File: config.mk
export PLATFORM = sky130hd
export DESIGN_NAME = tqp_timer
export DESIGN_NICKNAME = d
export VERILOG_FILES = /design/src/rtl/tqp_pkg.sv /design/src/rtl/tqp_timer.sv /design/src/rtl/tqp_edge_det.sv /design/src/rtl/tqp_count_div.sv
export SDC_FILE = /design/constraint.sdc
export NUM_CORES = 1
export LEC_CHECK = 0
export ABC_CLOCK_PERIOD_IN_PS = 6500
export BUFFER_PORTS_ARGS = -buffer_cell sky130_fd_sc_hd__buf_4
export CORE_ASPECT_RATIO = 0.75
export CORE_UTILIZATION = 45
export CTS_CLUSTER_SIZE = 10
export DETAILED_ROUTE_END_ITERATION = 10
export PLACE_DENSITY = 0.74
export SYNTH_ARGS = -nofsm -noshare
export SYNTH_HDL_FRONTEND = slang
export SYNTH_HIERARCHICAL = 1
export SYNTH_SLANG_ARGS = --single-unit
File: constraint.sdc
create_clock -name CLK_IN -period 6.5 [get_ports CLK_IN]
set_input_delay 0 -clock CLK_IN [delete_from_list [all_inputs] [get_ports CLK_IN]]
set_output_delay 0 -clock CLK_IN [all_outputs]
set_load 0.005 [all_outputs]
File: src/rtl/tqp_pkg.sv
package tqp_pkg;
    // Register byte offsets (chosen; word aligned)
    localparam logic [7:0] OFS_CTL0 = 8'h00;
    localparam logic [7:0] OFS_CTL1 = 8'h04;
    localparam logic [7:0] OFS_IOC0 = 8'h08;
    localparam logic [7:0] OFS_OPT0 = 8'h0C;
    localparam logic [7:0] OFS_CNT = 8'h10;
    localparam logic [7:0] OFS_CCR0 = 8'h14;
    localparam logic [7:0] OFS_OVFCLR = 8'h24;
    // Field positions
    localparam int CE_BIT = 7;
    localparam int SYE_BIT = 5;
    localparam int OVF_BIT = 0;
    localparam int CCS_LSB = 4;
    localparam int OE_LSB = 0;
    localparam int OL_LSB = 4;
    // Mode field codes
    localparam logic [2:0] MD_INTERVAL = 3'h0;
    localparam logic [2:0] MD_EXTEVT = 3'h1;
    localparam logic [2:0] MD_EXTTRG = 3'h2;
    localparam logic [2:0] MD_ONESHOT = 3'h3;
    localparam logic [2:0] MD_PWM = 3'h4;
    localparam logic [2:0] MD_FREERUN = 3'h5;
    localparam logic [2:0] MD_PULSEW = 3'h6;
    localparam logic [2:0] MD_TRIPWM = 3'h7;
    // Reset values
    localparam logic [7:0] CTL_RST = 8'h00;
    localparam logic [15:0] CCR_RST = 16'h0000;
    localparam logic [15:0] CNT_MAX = 16'hFFFF;
    // Count clock divider: one enable pulse every CNT_DIV clocks
    localparam logic [7:0] CNT_DIV = 8'h01;
    // Master compare transfer sources
    localparam logic [1:0] XFER_PULSE_GEN = 2'h0;
    localparam logic [1:0] XFER_MATCH = 2'h1;
endpackage

File: src/rtl/tqp_timer.sv
// The address map and the APB interface to the registers were left to the implementer.
`timescale 1ns/1ps
// Notes on behaviour
// - Wrap past FFFF sets overflow flag
// - Bit clear or byte write bit0=0 clears
// - Overflow coinciding with clear keeps flag set
// - Counter read buffer returns live count
// - Capture edge stores count per channel
// - Mode field 111 selects triangular PWM
// - CCR0 sets cycle, CCR1-3 set duty
// - Compare rewrites allowed while enabled
// - Clearing enable bit stops timer
// - Ch0 toggles at match and underflow
// - PWM modes: compare only, no capture
// - Ch0 square wave per mode table
// - Output level and enable truth table
// - Slave sync enable bit selects tuning
// - Master compares pass on write or match, except in triangle mode
module tqp_timer (
    input wire logic CLK_IN,
    input wire logic NRST_IN,
    input wire logic PSEL_IN,
    input wire logic PENABLE_IN,
    input wire logic PWRITE_IN,
    input wire logic [7:0] PADDR_IN,
    input wire logic [31:0] PWDATA_IN,
    output logic [31:0] PRDATA_OUT,
    output logic PREADY_OUT,
    output logic PSLVERR_OUT,
    input wire logic [3:0] CAPTURE_INPUT_PIN_IN,
    input wire logic [1:0] MASTER_XFER_MODE_IN,
    input wire logic MASTER_CPU_WR_IN,
    input wire logic MASTER_MATCH_IN,
    input wire logic [63:0] MASTER_CCR_IN,
    output logic [3:0] TIMER_OUTPUT_OUT
);
    logic [7:0] control_register_0_ff;
    logic [7:0] control_register_1_ff;
    logic [7:0] output_control_register_ff;
    logic [3:0] capture_compare_select_ff;
    logic overflow_flag_ff;
    logic [15:0] cnt_ff;
    logic down_ff;
    logic [15:0] ccr_ff [4];
    logic [3:0] out_ff;
    logic [3:0] run_ff;
    logic [31:0] prdata_ff;
    logic [3:0] rise;
    logic tick;
    logic wr;
    logic ce;
    logic sye;
    logic [2:0] mode;
    logic tri_mode;
    logic pwm_mode;
    logic wrap;
    logic underflow;
    logic match0;
    logic bit_clr;
    logic byte_clr;
    logic mapped;
    logic sync_load;

    assign wr = PSEL_IN && PENABLE_IN && PWRITE_IN;
    assign ce = control_register_0_ff[tqp_pkg::CE_BIT];
    assign sye = control_register_1_ff[tqp_pkg::SYE_BIT];
    assign mode = control_register_1_ff[2:0];
    assign tri_mode = (mode == tqp_pkg::MD_TRIPWM);
    assign pwm_mode = tri_mode || (mode == tqp_pkg::MD_PWM);
    assign mapped = (PADDR_IN <= tqp_pkg::OFS_OVFCLR) && (PADDR_IN[1:0] == 2'h0);
    assign PREADY_OUT = 1'b1;
    assign PSLVERR_OUT = PSEL_IN && PENABLE_IN && !mapped;
    assign PRDATA_OUT = prdata_ff;

    tqp_count_div u_div (
        .CLK_IN(CLK_IN),
        .NRST_IN(NRST_IN),
        .RUN_IN(ce),
        .TICK_OUT(tick)
    );

    tqp_edge_det u_edge (
        .CLK_IN(CLK_IN),
        .NRST_IN(NRST_IN),
        .SIG_IN(CAPTURE_INPUT_PIN_IN),
        .RISE_OUT(rise)
    );

    // Counter events on the count tick
    assign wrap = tick && !tri_mode && (cnt_ff == tqp_pkg::CNT_MAX);
    assign match0 = tick && (cnt_ff == ccr_ff[0]);
    assign underflow = tick && tri_mode && down_ff && (cnt_ff == 16'h0001);

    // Counter: stop clears it; triangle folds at CCR0 and at zero
    always_ff @(posedge CLK_IN or negedge NRST_IN) begin
        if (!NRST_IN) begin
            cnt_ff <= tqp_pkg::CCR_RST;
            down_ff <= 1'b0;
        end else if (!ce) begin
            cnt_ff <= tqp_pkg::CCR_RST;
            down_ff <= 1'b0;
        end else if (tick && tri_mode) begin
            if (!down_ff && cnt_ff >= ccr_ff[0]) begin
                down_ff <= 1'b1;
                cnt_ff <= cnt_ff - 16'h0001;
            end else if (down_ff && cnt_ff == 16'h0000) begin
                down_ff <= 1'b0;
                cnt_ff <= 16'h0001;
            end else if (down_ff) begin
                cnt_ff <= cnt_ff - 16'h0001;
            end else begin
                cnt_ff <= cnt_ff + 16'h0001;
            end
        end else if (tick) begin
            cnt_ff <= cnt_ff + 16'h0001; // Wraps to 0000 after FFFF
        end
    end

    // Overflow flag: set beats either clear form
    assign bit_clr = wr && (PADDR_IN == tqp_pkg::OFS_OVFCLR) && PWDATA_IN[tqp_pkg::OVF_BIT];
    assign byte_clr = wr && (PADDR_IN == tqp_pkg::OFS_OPT0) && !PWDATA_IN[tqp_pkg::OVF_BIT];
    always_ff @(posedge CLK_IN or negedge NRST_IN) begin
        if (!NRST_IN) begin
            overflow_flag_ff <= 1'b0;
        end else if (wrap) begin
            overflow_flag_ff <= 1'b1;
        end else if (bit_clr || byte_clr) begin
            overflow_flag_ff <= 1'b0;
        end
    end

    // Control registers; bit 0 of option is the flag, handled above
    always_ff @(posedge CLK_IN or negedge NRST_IN) begin
        if (!NRST_IN) begin
            control_register_0_ff <= tqp_pkg::CTL_RST;
            control_register_1_ff <= tqp_pkg::CTL_RST;
            output_control_register_ff <= tqp_pkg::CTL_RST;
            capture_compare_select_ff <= 4'h0;
        end else if (wr) begin
            unique case (PADDR_IN)
                tqp_pkg::OFS_CTL0: control_register_0_ff <= PWDATA_IN[7:0];
                tqp_pkg::OFS_CTL1: control_register_1_ff <= PWDATA_IN[7:0];
                tqp_pkg::OFS_IOC0: output_control_register_ff <= PWDATA_IN[7:0];
                tqp_pkg::OFS_OPT0: capture_compare_select_ff <= PWDATA_IN[tqp_pkg::CCS_LSB +: 4];
                default: ;
            endcase
        end
    end

    // Slave load from master outside triangle mode: CPU write in pulse-generator mode, master match in match mode
    assign sync_load = sye && !tri_mode &&
        ((MASTER_XFER_MODE_IN == tqp_pkg::XFER_PULSE_GEN) ? MASTER_CPU_WR_IN
        : (MASTER_XFER_MODE_IN == tqp_pkg::XFER_MATCH) && MASTER_MATCH_IN);

    // Capture/compare registers: writes any time unless a master load or capture lands that cycle, capture outside PWM
    genvar g;
    generate
        for (g = 0; g < 4; g++) begin : g_ccr
            always_ff @(posedge CLK_IN or negedge NRST_IN) begin
                if (!NRST_IN) begin
                    ccr_ff[g] <= tqp_pkg::CCR_RST;
                end else if (sync_load) begin
                    ccr_ff[g] <= MASTER_CCR_IN[16*g +: 16];
                end else if (ce && !pwm_mode && capture_compare_select_ff[g] && rise[g]) begin
                    ccr_ff[g] <= cnt_ff;
                end else if (wr && PADDR_IN == tqp_pkg::OFS_CCR0 + 8'(4 * g)) begin
                    ccr_ff[g] <= PWDATA_IN[15:0];
                end
            end
        end
    endgenerate

    // Output waveforms before the pin mux
    always_ff @(posedge CLK_IN or negedge NRST_IN) begin
        if (!NRST_IN) begin
            out_ff <= 4'h0;
        end else if (!ce) begin
            out_ff <= 4'h0; // Idle phase so start gives a clean edge
        end else if (tri_mode) begin
            if (match0 || underflow) begin
                out_ff[0] <= ~out_ff[0];
            end
            for (int k = 1; k < 4; k++) begin
                if (tick && cnt_ff == ccr_ff[k]) begin
                    out_ff[k] <= ~down_ff;
                end
            end
        end else if (mode != tqp_pkg::MD_PULSEW && match0) begin
            // Other modes except pulse-width toggle only on compare match, as a square wave
            out_ff[0] <= ~out_ff[0];
        end
    end

    // Tracks whether each channel has started counting
    always_ff @(posedge CLK_IN or negedge NRST_IN) begin
        if (!NRST_IN) begin
            run_ff <= 4'h0;
        end else begin
            run_ff <= {4{ce}};
        end
    end

    // Pin: level bit when disabled, stopped or in pulse-width mode; inverted once counting runs on ch0, and on ch1-3 in triangle mode
    // Enable gates at once, so a stop restores the level without a stray cycle
    generate
        for (g = 0; g < 4; g++) begin : g_pin
            logic oe;
            logic ol;
            assign oe = output_control_register_ff[tqp_pkg::OE_LSB + g];
            assign ol = output_control_register_ff[tqp_pkg::OL_LSB + g];
            assign TIMER_OUTPUT_OUT[g] = ol ^ (oe && ce && run_ff[g] &&
                (g == 0 || tri_mode) && mode != tqp_pkg::MD_PULSEW &&
                ~out_ff[g]);
        end
    endgenerate

    // Read data registered in setup phase
    always_ff @(posedge CLK_IN or negedge NRST_IN) begin
        if (!NRST_IN) begin
            prdata_ff <= 32'h00000000;
        end else if (PSEL_IN && !PENABLE_IN && !PWRITE_IN) begin
            unique case (PADDR_IN)
                tqp_pkg::OFS_CTL0: prdata_ff <= {24'h000000, control_register_0_ff};
                tqp_pkg::OFS_CTL1: prdata_ff <= {24'h000000, control_register_1_ff};
                tqp_pkg::OFS_IOC0: prdata_ff <= {24'h000000, output_control_register_ff};
                tqp_pkg::OFS_OPT0:
                    prdata_ff <= {24'h000000, capture_compare_select_ff, 3'h0, overflow_flag_ff};
                tqp_pkg::OFS_CNT: prdata_ff <= {16'h0000, cnt_ff};
                tqp_pkg::OFS_CCR0: prdata_ff <= {16'h0000, ccr_ff[0]};
                tqp_pkg::OFS_CCR0 + 8'h04: prdata_ff <= {16'h0000, ccr_ff[1]};
                tqp_pkg::OFS_CCR0 + 8'h08: prdata_ff <= {16'h0000, ccr_ff[2]};
                tqp_pkg::OFS_CCR0 + 8'h0C: prdata_ff <= {16'h0000, ccr_ff[3]};
                default: prdata_ff <= 32'h00000000;
            endcase
        end
    end
endmodule // tqp_timer

File: src/rtl/tqp_edge_det.sv
`timescale 1ns/1ps
// Rising-edge detector on the capture inputs, one per channel
module tqp_edge_det (
    input wire logic CLK_IN,
    input wire logic NRST_IN,
    input wire logic [3:0] SIG_IN,
    output logic [3:0] RISE_OUT
);
    logic [3:0] prev_ff;

    // Previous sample; inputs are already synchronous
    always_ff @(posedge CLK_IN or negedge NRST_IN) begin
        if (!NRST_IN) begin
            prev_ff <= 4'h0;
        end else begin
            prev_ff <= SIG_IN;
        end
    end

    genvar g;
    generate
        for (g = 0; g < 4; g++) begin : g_edge
            assign RISE_OUT[g] = SIG_IN[g] & ~prev_ff[g];
        end
    endgenerate
endmodule // tqp_edge_det

File: src/rtl/tqp_count_div.sv
`timescale 1ns/1ps
// Count clock enable divider
module tqp_count_div (
    input wire logic CLK_IN,
    input wire logic NRST_IN,
    input wire logic RUN_IN,
    output logic TICK_OUT
);
    logic [7:0] cnt_ff;

    // Restart on stop so first tick is a full period away
    always_ff @(posedge CLK_IN or negedge NRST_IN) begin
        if (!NRST_IN) begin
            cnt_ff <= 8'h00;
        end else if (!RUN_IN || cnt_ff == tqp_pkg::CNT_DIV - 8'h01) begin
            cnt_ff <= 8'h00;
        end else begin
            cnt_ff <= cnt_ff + 8'h01;
        end
    end

    assign TICK_OUT = RUN_IN && (cnt_ff == tqp_pkg::CNT_DIV - 8'h01);
endmodule // tqp_count_div

======== Word-level counts from Yosys, hierarchy flattened ========
Index checks and enable logic that the tools add are counted.
storage, ports and cells
  logic and storage cells ................. 193
  flip-flop bits (word level) ............. 159
cells by class
  equality and inequality tests ........... 28
  multiplexer cells ....................... 35
  order comparisons ....................... 2
  reductions and logical operators ........ 89
  bitwise operators ....................... 17
  add/subtract/negate cells ............... 3
operators with widths
  kind                                                                               count
  16-bit 2-to-1 mux                                                                  18
  16-bit one-hot mux with 9 select lines                                             1
  16-bit == test                                                                     4
  1-bit logical AND                                                                  58
  8-bit by 5-bit == test with 1-bit output (second input constant)                   4
  2-bit AND reduction                                                                9
  16-bit by 1-bit adder with 16-bit output (second input constant)                   1
  16-bit by 1-bit == test with 1-bit output (second input constant)                  1
  16-bit == test (second input constant)                                             1
  8-bit by 4-bit == test with 1-bit output (second input constant)                   2
  8-bit by 6-bit == test with 1-bit output (second input constant)                   2
  16-bit greater-or-equal comparator                                                 1
  16-bit zero test                                                                   1
  8-bit zero test                                                                    2
  16-bit by 1-bit subtractor with 16-bit output (second input constant)              1
  1-bit 2-to-1 mux                                                                   13
  3-bit nonzero test                                                                 4
  2-bit by 1-bit inequality test with 1-bit output (second input constant)           5
  3-bit by 1-bit inequality test with 1-bit output (second input constant)           3
  1-bit NOT                                                                          9
  8-bit by 1-bit adder with 8-bit output (second input constant)                     1
  8-bit by 3-bit == test with 1-bit output (second input constant)                   1
  8-bit by 6-bit less-or-equal comparator with 1-bit output (second input constant)  1
  1-bit zero test                                                                    8
  other kinds (12)                                                                   23

======== Longest topological paths before layout ========
Gate-level depths: netlist of the first run.
  depth after elaboration ................. 9
  gate-level depth with buffers ........... 11

======== Cells and area by module ========
Netlist of the first run, hierarchy kept.
by module, submodules not included
  module         area an instance (um^2)  times used  seq. area each (um^2)  cells an instance
  tqp_timer      9130.0                   1           3278.1                 1049
  tqp_count_div  409.1                    1           200.2                  42
  tqp_edge_det   155.1                    1           100.1                  8

======== Worst setup path before layout of the first run ========
No wires, ideal clock.
  path type ............................... register -> register
  from .................................... register, netlist name cnt_ff[0]
  to ...................................... register, netlist name cnt_ff[12]
  setup slack ............................. 3.927 ns
  setup time .............................. 0.131 ns
  data arrival time ....................... 2.441 ns
  stages on the path, launching flop included .. 12
  path through ............................ dfrtp_1 -> clkbuf_1 -> inv_1 -> ha_1 -> nand4_1 -> nor3_1 -> o31ai_1 -> and4bb_4 -> buf_4 -> nor2_1 -> a311oi_1 -> nor3b_2

==> results.py, run 1 <==
metrics = {
    "status": {
        "outcome": "finished, final reports clean",
    },
    "clock_tree": {
        "cts.sinks": 143,
        "cts_tree": "built",
        "clkLatencyLatePin_ns": 0.44,
        "post_cts_buffers": 0,
        "htree_levels": 4,
        "clk_root_buffer_cell": "clkbuf_16",
        "cts_buffer_depth": 2,
        "cts-buffers-inserted": 17,
        "clkTransAtPathRegs_ns": 0.06,
    },
    "timing": {
        "min_period_over_period": 0.5406,
        "worst_pin_slew_ns": 1.266,
        "rsz0062_at_grt": "no",
        "clock_skew_ns": 0.008500,
        "clock.fmax_mhz": 284.6,
        "setup_violations": 0,
        "fin_setup_tns_ns": 0,
        "min_period_ns": 3.514,
        "hold_viol": 0,
        "holdWs_ns": 0.05063,
        "slew_viol_final": 0,
        "slew_headroom": 0.1560,
    },
    "setup_path": {
        "crit_slowest_cell": "nor2_1",
        "end_kind": "flop",
        "cp_cell_sequence": "inv_1 > ha_1 > or4b_4 > nor3_2 > buf_4 > inv_1 > nor2_1 > nand3_2 > o32ai_1 > a31o_1",
        "timing.rr.start": "u_div/cnt_ff[0]$_DFF_PN0_",
        "cp_common_cell": "inv_1",
        "crit_arrival_ns": 3.89,
        "startpoint": "u_div/cnt_ff[0]$_DFF_PN0_",
        "cp_slowest_stage_delay_ns": 0.69,
        "r2r_slack_ns": 2.99,
        "start_kind": "flop",
        "crit_fanout": 29,
        "critical_path_class": "reg -> reg",
        "cp.required_ns": 6.87,
        "reg2regPathDepth": 10,
        "r2r_end": "cnt_ff[14]$_DFFE_PN0P_",
    },
    "global_route": {
        "grt_pass1_vias": 8658,
        "grt.total_usage": 0.3103,
        "gr-total-overflow": 0,
        "grt_max_degree": 77,
        "grt_pass1_wl_um": 51050,
        "antenna_found_initial": 0,
    },
    "flow_run": {
        "cap_violations": 0,
    },
    "pwr": {
        "peakVddDrop_mv": 0.1796,
        "p_leak_nw": 5.513,
        "powerDensity_mw_per_mm2": 191.0,
    },
    "yosys": {
        "ys_ff_latch": 143,
        "synth_flop_cell": "dfrtp_1",
        "syn_avg_cell_area_um2": 8.821,
        "yosys.area_share.simple": 0.1790,
        "synth.area.mux_share": 0.1165,
        "synth_seq_area_share": 0.3691,
        "synth_edf_count": 0,
        "synth-xor-area-share": 0.05511,
        "synth_top_family_by_area": "compound AO/OA/AOI/OAI gates",
        "synthesis.area_mm2": 0.009694,
        "synthAdderAreaFrac": 0.02839,
        "yosysUniqueCellTypes": 77,
        "yosys_warnings": 6,
        "synth-compound-area-share": 0.1880,
        "synthArstFlopShare": 1.000,
        "postSynthCellCount": 1099,
    },
    "die": {
        "initial_core_util": 0.4590,
        "dieArea_mm2": 0.02214,
        "die_w_um": 171.5,
        "num_rows": 46,
        "core_area_mm2": 0.02112,
        "num_io_pins": 155,
        "fp.dieH_um": 129.1,
    },
    "worst_hold_path": {
        "whs_endpoint": "ccr_ff[14]$_DFFE_PN0P_",
        "holdCritPathClass": "in -> reg",
        "min_path_cells": 5,
        "min_from": "PWDATA_IN[14]",
    },
    "placed_design": {
        "numPortBuffers": 121,
        "gp_congestion": 0.9980,
        "dp_hpwl_um": 23320,
    },
    "final_layout": {
        "fin_nets": 1390,
        "layout-drive-gt1-share": 0.1741,
        "final_cell_mix": "143 x dfrtp_1, 136 x buf_4, 118 x nand2_1",
        "antennaDiodeCount": 0,
        "area_delta_synth_final_pct": 24.06,
        "fillers": 1845,
        "final_common_cell": "dfrtp_1",
    },
    "route": {
        "drtIter0Drc": 1150,
        "finalWirelength_um": 33570,
        "viasPerCell": 5.935,
        "vias": 9211,
        "ant_nets": 0,
        "first_pass_iters": 6,
        "routedWlPerCell_um": 21.63,
        "drc": 0,
    },
}
## critical path: cells and delay by family (launching register included)
| kind | cells | cell delay (ns) |
|---|---|---|
| adder cells (fa/ha/maj) | 1 | 0.15 |
| AO/OA/AOI/OAI | 2 | 0.50 |
| flip-flops | 1 | 0.43 |
| AND/OR/NAND/NOR | 4 | 1.72 |
| buffers and inverters | 3 | 0.64 |
## synthesized netlist by cell type (all sizes together), types with 4 or more instances
master	instances	area, um^2
dfrtp	143	3578
nand2	120	455.4
o21ai	108	551.8
nor2	97	384.1
a21oi	83	415.4
mux2i	78	780.8
buf	68	400.4
xor2	55	481.7
mux2	31	349.1
clkbuf	28	105.1
inv	28	105.1
ha	22	275.3
nand3	22	115.1
nor4	19	140.1
nor3	18	95.09
a221oi	14	122.6
and3	14	87.58
a22oi	11	82.58
a21o	10	75.07
a22o	10	87.58
a31oi	10	62.56
o31ai	8	60.06
and2	7	43.79
nand4	7	43.79
a211oi	6	60.06
a21boi	6	45.04
nor2b	6	67.56
or4	6	52.55
xnor2	6	52.55
or3	5	31.28
a32o	4	40.04
nor3b	4	35.03
## registers in the layout, summed over array words and instances, names as in the netlist
register,flops
u_div/cnt_ff,8
control_register_1_ff,8
ccr_ff,64
capture_compare_select_ff,4
down_ff,1
output_control_register_ff,8
control_register_0_ff,8
PRDATA_OUT,16
run_ff,1
overflow_flag_ff,1
cnt_ff,16
u_edge/prev_ff,4
out_ff,4
## stage by stage
step	cells	util	power (mW)	cell area, um^2	setup WS, ns
2_1_floorplan	1114	-	1.143	9751	3.927
3_3_place_gp	1443	0.5057	1.273	10680	3.041
3_5_place_dp	1443	0.5057	1.278	10680	3.040
4_1_cts	1552	0.5694	2.285	12030	3.029
5_1_grt	1552	0.5694	2.371	12030	2.767
6_report	1552	0.5694	2.297	12030	2.986
## kinds of logic after synthesis
group,count (synthesis)
xor gates and xnor gates,61
AOI/OAI and AO/OA,296
DFF,143
and+or+nand+nor,342
other,2
adders and majority gates,22
buffers and inverters,124
muxes,109
## report_power, final
part           internal [mW]  switching, mW  total (mW)
clock                  0.545          0.440       0.985
sequential             0.922         0.0367       0.959
combinational          0.155          0.199       0.353
total                   1.62          0.675        2.30
## routing by layer
metal	GRT usage	up-vias	part of all wire	wire, um
met5	0	-	0	0
met4	0.08351	0	0.013	428
met3	0.09194	38	0.12	4049
met2	0.4492	488	0.42	14120
met1	0.4472	4467	0.45	14970
li1	-	4218	-	-
## worst max path at each step
stage / to / slack, ns / depth (start not counted)
2_1_floorplan: cnt_ff[12]$_DFFE_PN0P_ / 3.93 / 11
3_3_place_gp: cnt_ff[6]$_DFFE_PN0P_ / 3.04 / 10
3_5_place_dp: cnt_ff[11]$_DFFE_PN0P_ / 3.04 / 10
4_1_cts: cnt_ff[11]$_DFFE_PN0P_ / 3.03 / 10
5_1_grt: cnt_ff[11]$_DFFE_PN0P_ / 2.77 / 10
6_report: cnt_ff[14]$_DFFE_PN0P_ / 2.99 / 10
## cell type report
class,instances,area (um^2),share of cell area
clock inverter,13,130.1,0.01082
timing repair buffer,214,1803,0.1499
inverter,28,105.1,0.008739
clock buffer,19,442.9,0.03683
tap,288,360.3,0.02996
sequential,143,3578,0.2975
multi-input combinational,847,5607,0.4662
## repair_timing
| action | 4_1_cts | 5_1_grt |
|---|---|---|
| endpoints found under the hold margin | 161 | 0 |
| hold buffers | 77 | 0 |
| resized for setup | 0 | 0 |
No activity file was read; power rests on OpenSTA's default activity.
==> run 2: changes to the inputs <==
--- a/config.mk
+++ b/config.mk
@@ -5,13 +5,13 @@
 export SDC_FILE = /design/constraint.sdc
 export NUM_CORES = 1
 export LEC_CHECK = 0
-export ABC_CLOCK_PERIOD_IN_PS = 6500
+export ABC_CLOCK_PERIOD_IN_PS = 2900
 export BUFFER_PORTS_ARGS = -buffer_cell sky130_fd_sc_hd__buf_4
 export CORE_ASPECT_RATIO = 0.75
 export CORE_UTILIZATION = 45
 export CTS_CLUSTER_SIZE = 10
 export DETAILED_ROUTE_END_ITERATION = 10
-export PLACE_DENSITY = 0.74
+export PLACE_DENSITY = 0.76
 export SYNTH_ARGS = -nofsm -noshare
 export SYNTH_HDL_FRONTEND = slang
 export SYNTH_HIERARCHICAL = 1
==> constraint.sdc (replaced) <==
create_clock -name CLK_IN -period 2.9 [get_ports CLK_IN]
set_input_delay 0 -clock CLK_IN [delete_from_list [all_inputs] [get_ports CLK_IN]]
set_output_delay 0 -clock CLK_IN [all_outputs]
set_load 0.005 [all_outputs]
==> results.py, run 2 (same netlist as run 1, synthesis figures left out) <==
metrics = {
    "die": {
        "initial_core_util": 0.4590,
        "num_rows": 46,
        "num_io_pins": 155,
        "core_area_mm2": 0.02112,
        "dieArea_mm2": 0.02214,
        "die_w_um": 171.5,
        "fp.dieH_um": 129.1,
    },
    "setup_path": {
        "start_kind": "flop",
        "timing.rr.start": "u_div/cnt_ff[0]$_DFF_PN0_",
        "crit_arrival_ns": 3.05,
        "r2r_end": "out_ff[0]$_DFFE_PN0P_",
        "end_kind": "flop",
        "crit_fanout": 6,
        "cp.required_ns": 3.23,
        "reg2regPathDepth": 10,
        "r2r_slack_ns": 0.19,
        "critical_path_class": "reg -> reg",
    },
    "timing": {
        "setup_violations": 0,
        "clock.fmax_mhz": 368.8,
        "worst_pin_slew_ns": 0.6934,
        "min_period_ns": 2.712,
        "slew_viol_final": 0,
        "slew_headroom": 0.5364,
        "rsz0062_at_grt": "no",
        "hold_viol": 0,
        "min_period_over_period": 0.9351,
        "fin_setup_tns_ns": 0,
        "clock_skew_ns": 0.01124,
    },
    "route": {
        "routedWlPerCell_um": 21.86,
        "first_pass_iters": 6,
        "vias": 9423,
        "finalWirelength_um": 34580,
        "drc": 0,
        "ant_nets": 0,
        "viasPerCell": 5.956,
        "drtIter0Drc": 1048,
    },
    "global_route": {
        "antenna_found_initial": 0,
        "grt_pass1_wl_um": 52050,
        "grt_max_degree": 97,
        "gr-total-overflow": 0,
        "grt.total_usage": 0.3191,
        "grt_pass1_vias": 8992,
    },
    "final_layout": {
        "top_register": "ccr_ff",
        "layout-drive-gt1-share": 0.1940,
        "area_delta_synth_final_pct": 27.27,
        "antennaDiodeCount": 0,
        "final_cell_mix": "161 x buf_4, 143 x dfrtp_1, 118 x nand2_1",
        "fin_nets": 1420,
        "fillers": 1751,
        "multiInputGateArea_mm2": 0.005607,
        "final_common_cell": "buf_4",
        "largest_reg_flops": 64,
        "regArea_mm2": 0.003578,
        "final_cells": 1582,
    },
    "worst_hold_path": {
        "min_from": "PWDATA_IN[14]",
        "min_path_cells": 5,
        "holdCritPathClass": "in -> reg",
        "whs_endpoint": "ccr_ff[14]$_DFFE_PN0P_",
    },
    "placed_design": {
        "gp_congestion": 0.9612,
        "placed_cells": 1473,
        "numPortBuffers": 121,
        "dp_hpwl_um": 24680,
    },
    "clock_tree": {
        "clkLatencyLatePin_ns": 0.44,
        "clk_root_buffer_cell": "clkbuf_16",
        "cts_buffer_depth": 2,
        "cts_repair_resize_count": 0,
        "post_cts_buffers": 0,
        "clkTransAtPathRegs_ns": 0.07,
        "cts-buffers-inserted": 17,
        "cts_tree": "built",
        "htree_levels": 4,
        "postCtsHoldBufs": 77,
        "cts.sinks": 143,
    },
    "pwr": {
        "peakVddDrop_mv": 0.4101,
        "powerDensity_mw_per_mm2": 424.1,
        "power.total_mw": 5.233,
        "p_leak_nw": 5.719,
    },
    "status": {
        "outcome": "finished, final reports clean",
    },
    "flow_run": {
        "cap_violations": 0,
    },
}
run 2: worst max-delay path by stage:
stage | depth (start not counted) | endpoint | slack [ns] | from
floorplan | 11 | cnt_ff[12]$_DFFE_PN0P_ | 0.33 | cnt_ff[0]$_DFFE_PN0P_
global route | 10 | cnt_ff[15]$_DFFE_PN0P_ | 0.11 | ccr_ff[57]$_DFFE_PN0P_
global placement | 10 | cnt_ff[8]$_DFFE_PN0P_ | 0.25 | u_div/cnt_ff[0]$_DFF_PN0_
CTS | 10 | cnt_ff[6]$_DFFE_PN0P_ | 0.29 | ccr_ff[57]$_DFFE_PN0P_
detailed placement | 10 | cnt_ff[6]$_DFFE_PN0P_ | 0.31 | ccr_ff[57]$_DFFE_PN0P_
finish | 10 | out_ff[0]$_DFFE_PN0P_ | 0.19 | u_div/cnt_ff[0]$_DFF_PN0_
run 2: worst max-delay path, stage by stage (launching register included):
cell and delay [ns]:
dfrtp_1 0.44, inv_1 0.08, ha_1 0.14, or4b_4 0.49
nor3_2 0.26, buf_4 0.19, o21ai_0 0.13, nor4_1 0.44
a31oi_1 0.13, xnor2_1 0.15, and2_1 0.15
run 2: area by class of cell:
cell class,instances,share of cell area
multi-input combinational,847,0.4544
sequential,143,0.2900
timing repair buffer,244,0.1695
clock buffer,17,0.03448
tap,288,0.02921
clock inverter,15,0.01389
inverter,28,0.008518
run 2: where the power goes:
part,internal [mW],switching (mW),leakage [nW]
clock,1.23,1.03,0.290
combinational,0.373,0.458,3.46
sequential,2.07,0.0811,1.97
total,3.67,1.57,5.72
run 2: through the flow:
stage	setup slack [ns]	hold slack [ns]	utilization	cell area, um^2
floorplan	0.3275	-0.2956	-	9751
global placement	0.2548	-0.02040	0.5194	10970
detailed placement	0.3084	-0.01506	0.5194	10970
CTS	0.2863	0.04111	0.5841	12340
global route	0.1054	0.07776	0.5841	12340
finish	0.1883	0.03804	0.5841	12340
run 2: metal layers:
metal / GRT usage / share of wire / vias to the layer above
li1: - / - / 4278
met1: 0.4463 / 0.43 / 4510
met2: 0.4673 / 0.42 / 565
met3: 0.1066 / 0.13 / 70
met4: 0.09034 / 0.018 / 0
met5: 0 / 0 / -
==> run 3: changes to the inputs <==
==> constraint.sdc (replaced) <==
create_clock -name CLK_IN -period 2.9 [get_ports CLK_IN]
set_input_delay 0.58 -clock CLK_IN [delete_from_list [all_inputs] [get_ports CLK_IN]]
set_output_delay 0.58 -clock CLK_IN [all_outputs]
set_load 0.005 [all_outputs]
==> results.py, run 3 (same netlist as run 1, synthesis figures left out) <==
metrics = {
    "status": {
        "outcome": "finished, final reports clean",
    },
    "final_layout": {
        "area_delta_synth_final_pct": 20.06,
        "final_area_mm2": 0.01164,
        "top_register": "ccr_ff",
        "final_cells": 1512,
        "final_cell_mix": "167 x buf_4, 143 x dfrtp_1, 118 x nand2_1",
        "final_common_cell": "buf_4",
        "antennaDiodeCount": 0,
        "fin_nets": 1350,
        "fillers": 1900,
        "layout-drive-gt1-share": 0.2124,
        "largest_reg_flops": 64,
        "fin_util": 0.5510,
    },
    "timing": {
        "clock.fmax_mhz": 350.2,
        "holdWs_ns": 0.1131,
        "hold_viol": 0,
        "slew_headroom": 0.1629,
        "fin_setup_tns_ns": 0,
        "rsz0062_at_grt": "yes",
        "setup_violations": 0,
        "worst_pin_slew_ns": 1.252,
        "setup_slack_ns": 0.04489,
        "min_period_ns": 2.855,
        "clock_skew_ns": 0.009884,
        "min_period_over_period": 0.9845,
        "slew_viol_final": 0,
    },
    "global_route": {
        "grt_pass1_vias": 8236,
        "grt_max_degree": 65,
        "antenna_found_initial": 1,
        "grt.total_usage": 0.3006,
        "gr-total-overflow": 0,
        "grt_pass1_wl_um": 49250,
    },
    "die": {
        "core_area_mm2": 0.02112,
        "initial_core_util": 0.4590,
        "num_rows": 46,
        "dieArea_mm2": 0.02214,
        "die_w_um": 171.5,
        "fp.dieH_um": 129.1,
        "num_io_pins": 155,
    },
    "setup_path": {
        "start_kind": "flop",
        "crit_fanout": 7,
        "r2r_end": "cnt_ff[14]$_DFFE_PN0P_",
        "startpoint": "control_register_1_ff[0]$_DFFE_PN0P_",
        "r2r_slack_ns": 0.19,
        "timing.rr.start": "u_div/cnt_ff[0]$_DFF_PN0_",
        "endpoint": "TIMER_OUTPUT_OUT[1]",
        "end_kind": "primary output",
        "crit_arrival_ns": 2.28,
        "cp.required_ns": 2.32,
        "critical_path_class": "reg -> out",
        "reg2regPathDepth": 10,
    },
    "placed_design": {
        "gp_congestion": 1.004,
        "dp_hpwl_um": 24530,
        "placed_cells": 1480,
        "placed_area_mm2": 0.01104,
        "numPortBuffers": 121,
        "pre_cts_ws_ns": 0.1808,
    },
    "clock_tree": {
        "clkLatencyLatePin_ns": 0.44,
        "cts.sinks": 143,
        "post_cts_buffers": 0,
        "htree_levels": 4,
        "clkTransAtPathRegs_ns": 0.07,
        "cts-buffers-inserted": 17,
        "cts_tree": "built",
        "clk_root_buffer_cell": "clkbuf_16",
        "cts_repair_resize_count": 0,
        "postCtsHoldBufs": 0,
        "cts_buffer_depth": 2,
    },
    "route": {
        "ant_nets": 0,
        "vias": 9142,
        "finalWirelength_um": 33010,
        "routedWlPerCell_um": 21.83,
        "drc": 0,
        "drtIter0Drc": 1028,
        "viasPerCell": 6.046,
        "first_pass_iters": 6,
    },
    "pwr": {
        "p_leak_nw": 5.431,
        "powerDensity_mw_per_mm2": 444.3,
        "power.total_mw": 5.171,
        "peakVddDrop_mv": 0.3483,
    },
    "worst_hold_path": {
        "holdCritPathClass": "in -> async",
    },
    "flow_run": {
        "cap_violations": 0,
    },
}
run 3: layout make-up:
type                       instances  area [um^2]  area share
multi-input combinational        847         5612      0.4822
sequential                       143         3578      0.3075
inverter                          28        105.1    0.009030
timing repair buffer             174         1385      0.1190
clock inverter                    15        172.7     0.01484
tap                              288        360.3     0.03096
clock buffer                      17        425.4     0.03655
run 3: worst min path at each step:
stage | startpoint | to | slack (ns) | cells past startpoint
after floorplan | NRST_IN | PRDATA_OUT[0]$_DFFE_PN0P_ | 0.28 | 0
after global placement | PRDATA_OUT[7]$_DFFE_PN0P_ | PRDATA_OUT[7]$_DFFE_PN0P_ | 0.46 | 1
after detailed placement | PRDATA_OUT[7]$_DFFE_PN0P_ | PRDATA_OUT[7]$_DFFE_PN0P_ | 0.47 | 1
after CTS | NRST_IN | ccr_ff[60]$_DFFE_PN0P_ | 0.14 | 1
after global routing | NRST_IN | ccr_ff[62]$_DFFE_PN0P_ | 0.15 | 1
final | NRST_IN | ccr_ff[60]$_DFFE_PN0P_ | 0.11 | 1
run 3: routing by layer:
layer  track usage  vias up  wire length, um
li1              -     4128                -
met1        0.4500     4387            14590
met2        0.4230      581            13750
met3       0.08613       46             4219
met4       0.06723        0              440
met5             0        -                0
run 3: critical path, cell delays in order (launching register included):
cell and delay (ns):
dfrtp_1 0.47, and3_1 0.30, buf_4 0.21, nand3_1 0.15
nor3b_1 0.39, xor2_1 0.19, buf_4 0.13
run 3: report_power, final:
part           switching (mW)  internal (mW)  leakage (nW)  total, mW
clock                   0.987           1.30         0.289       2.28
combinational           0.434          0.300          3.17      0.735
sequential             0.0864           2.07          1.97       2.15
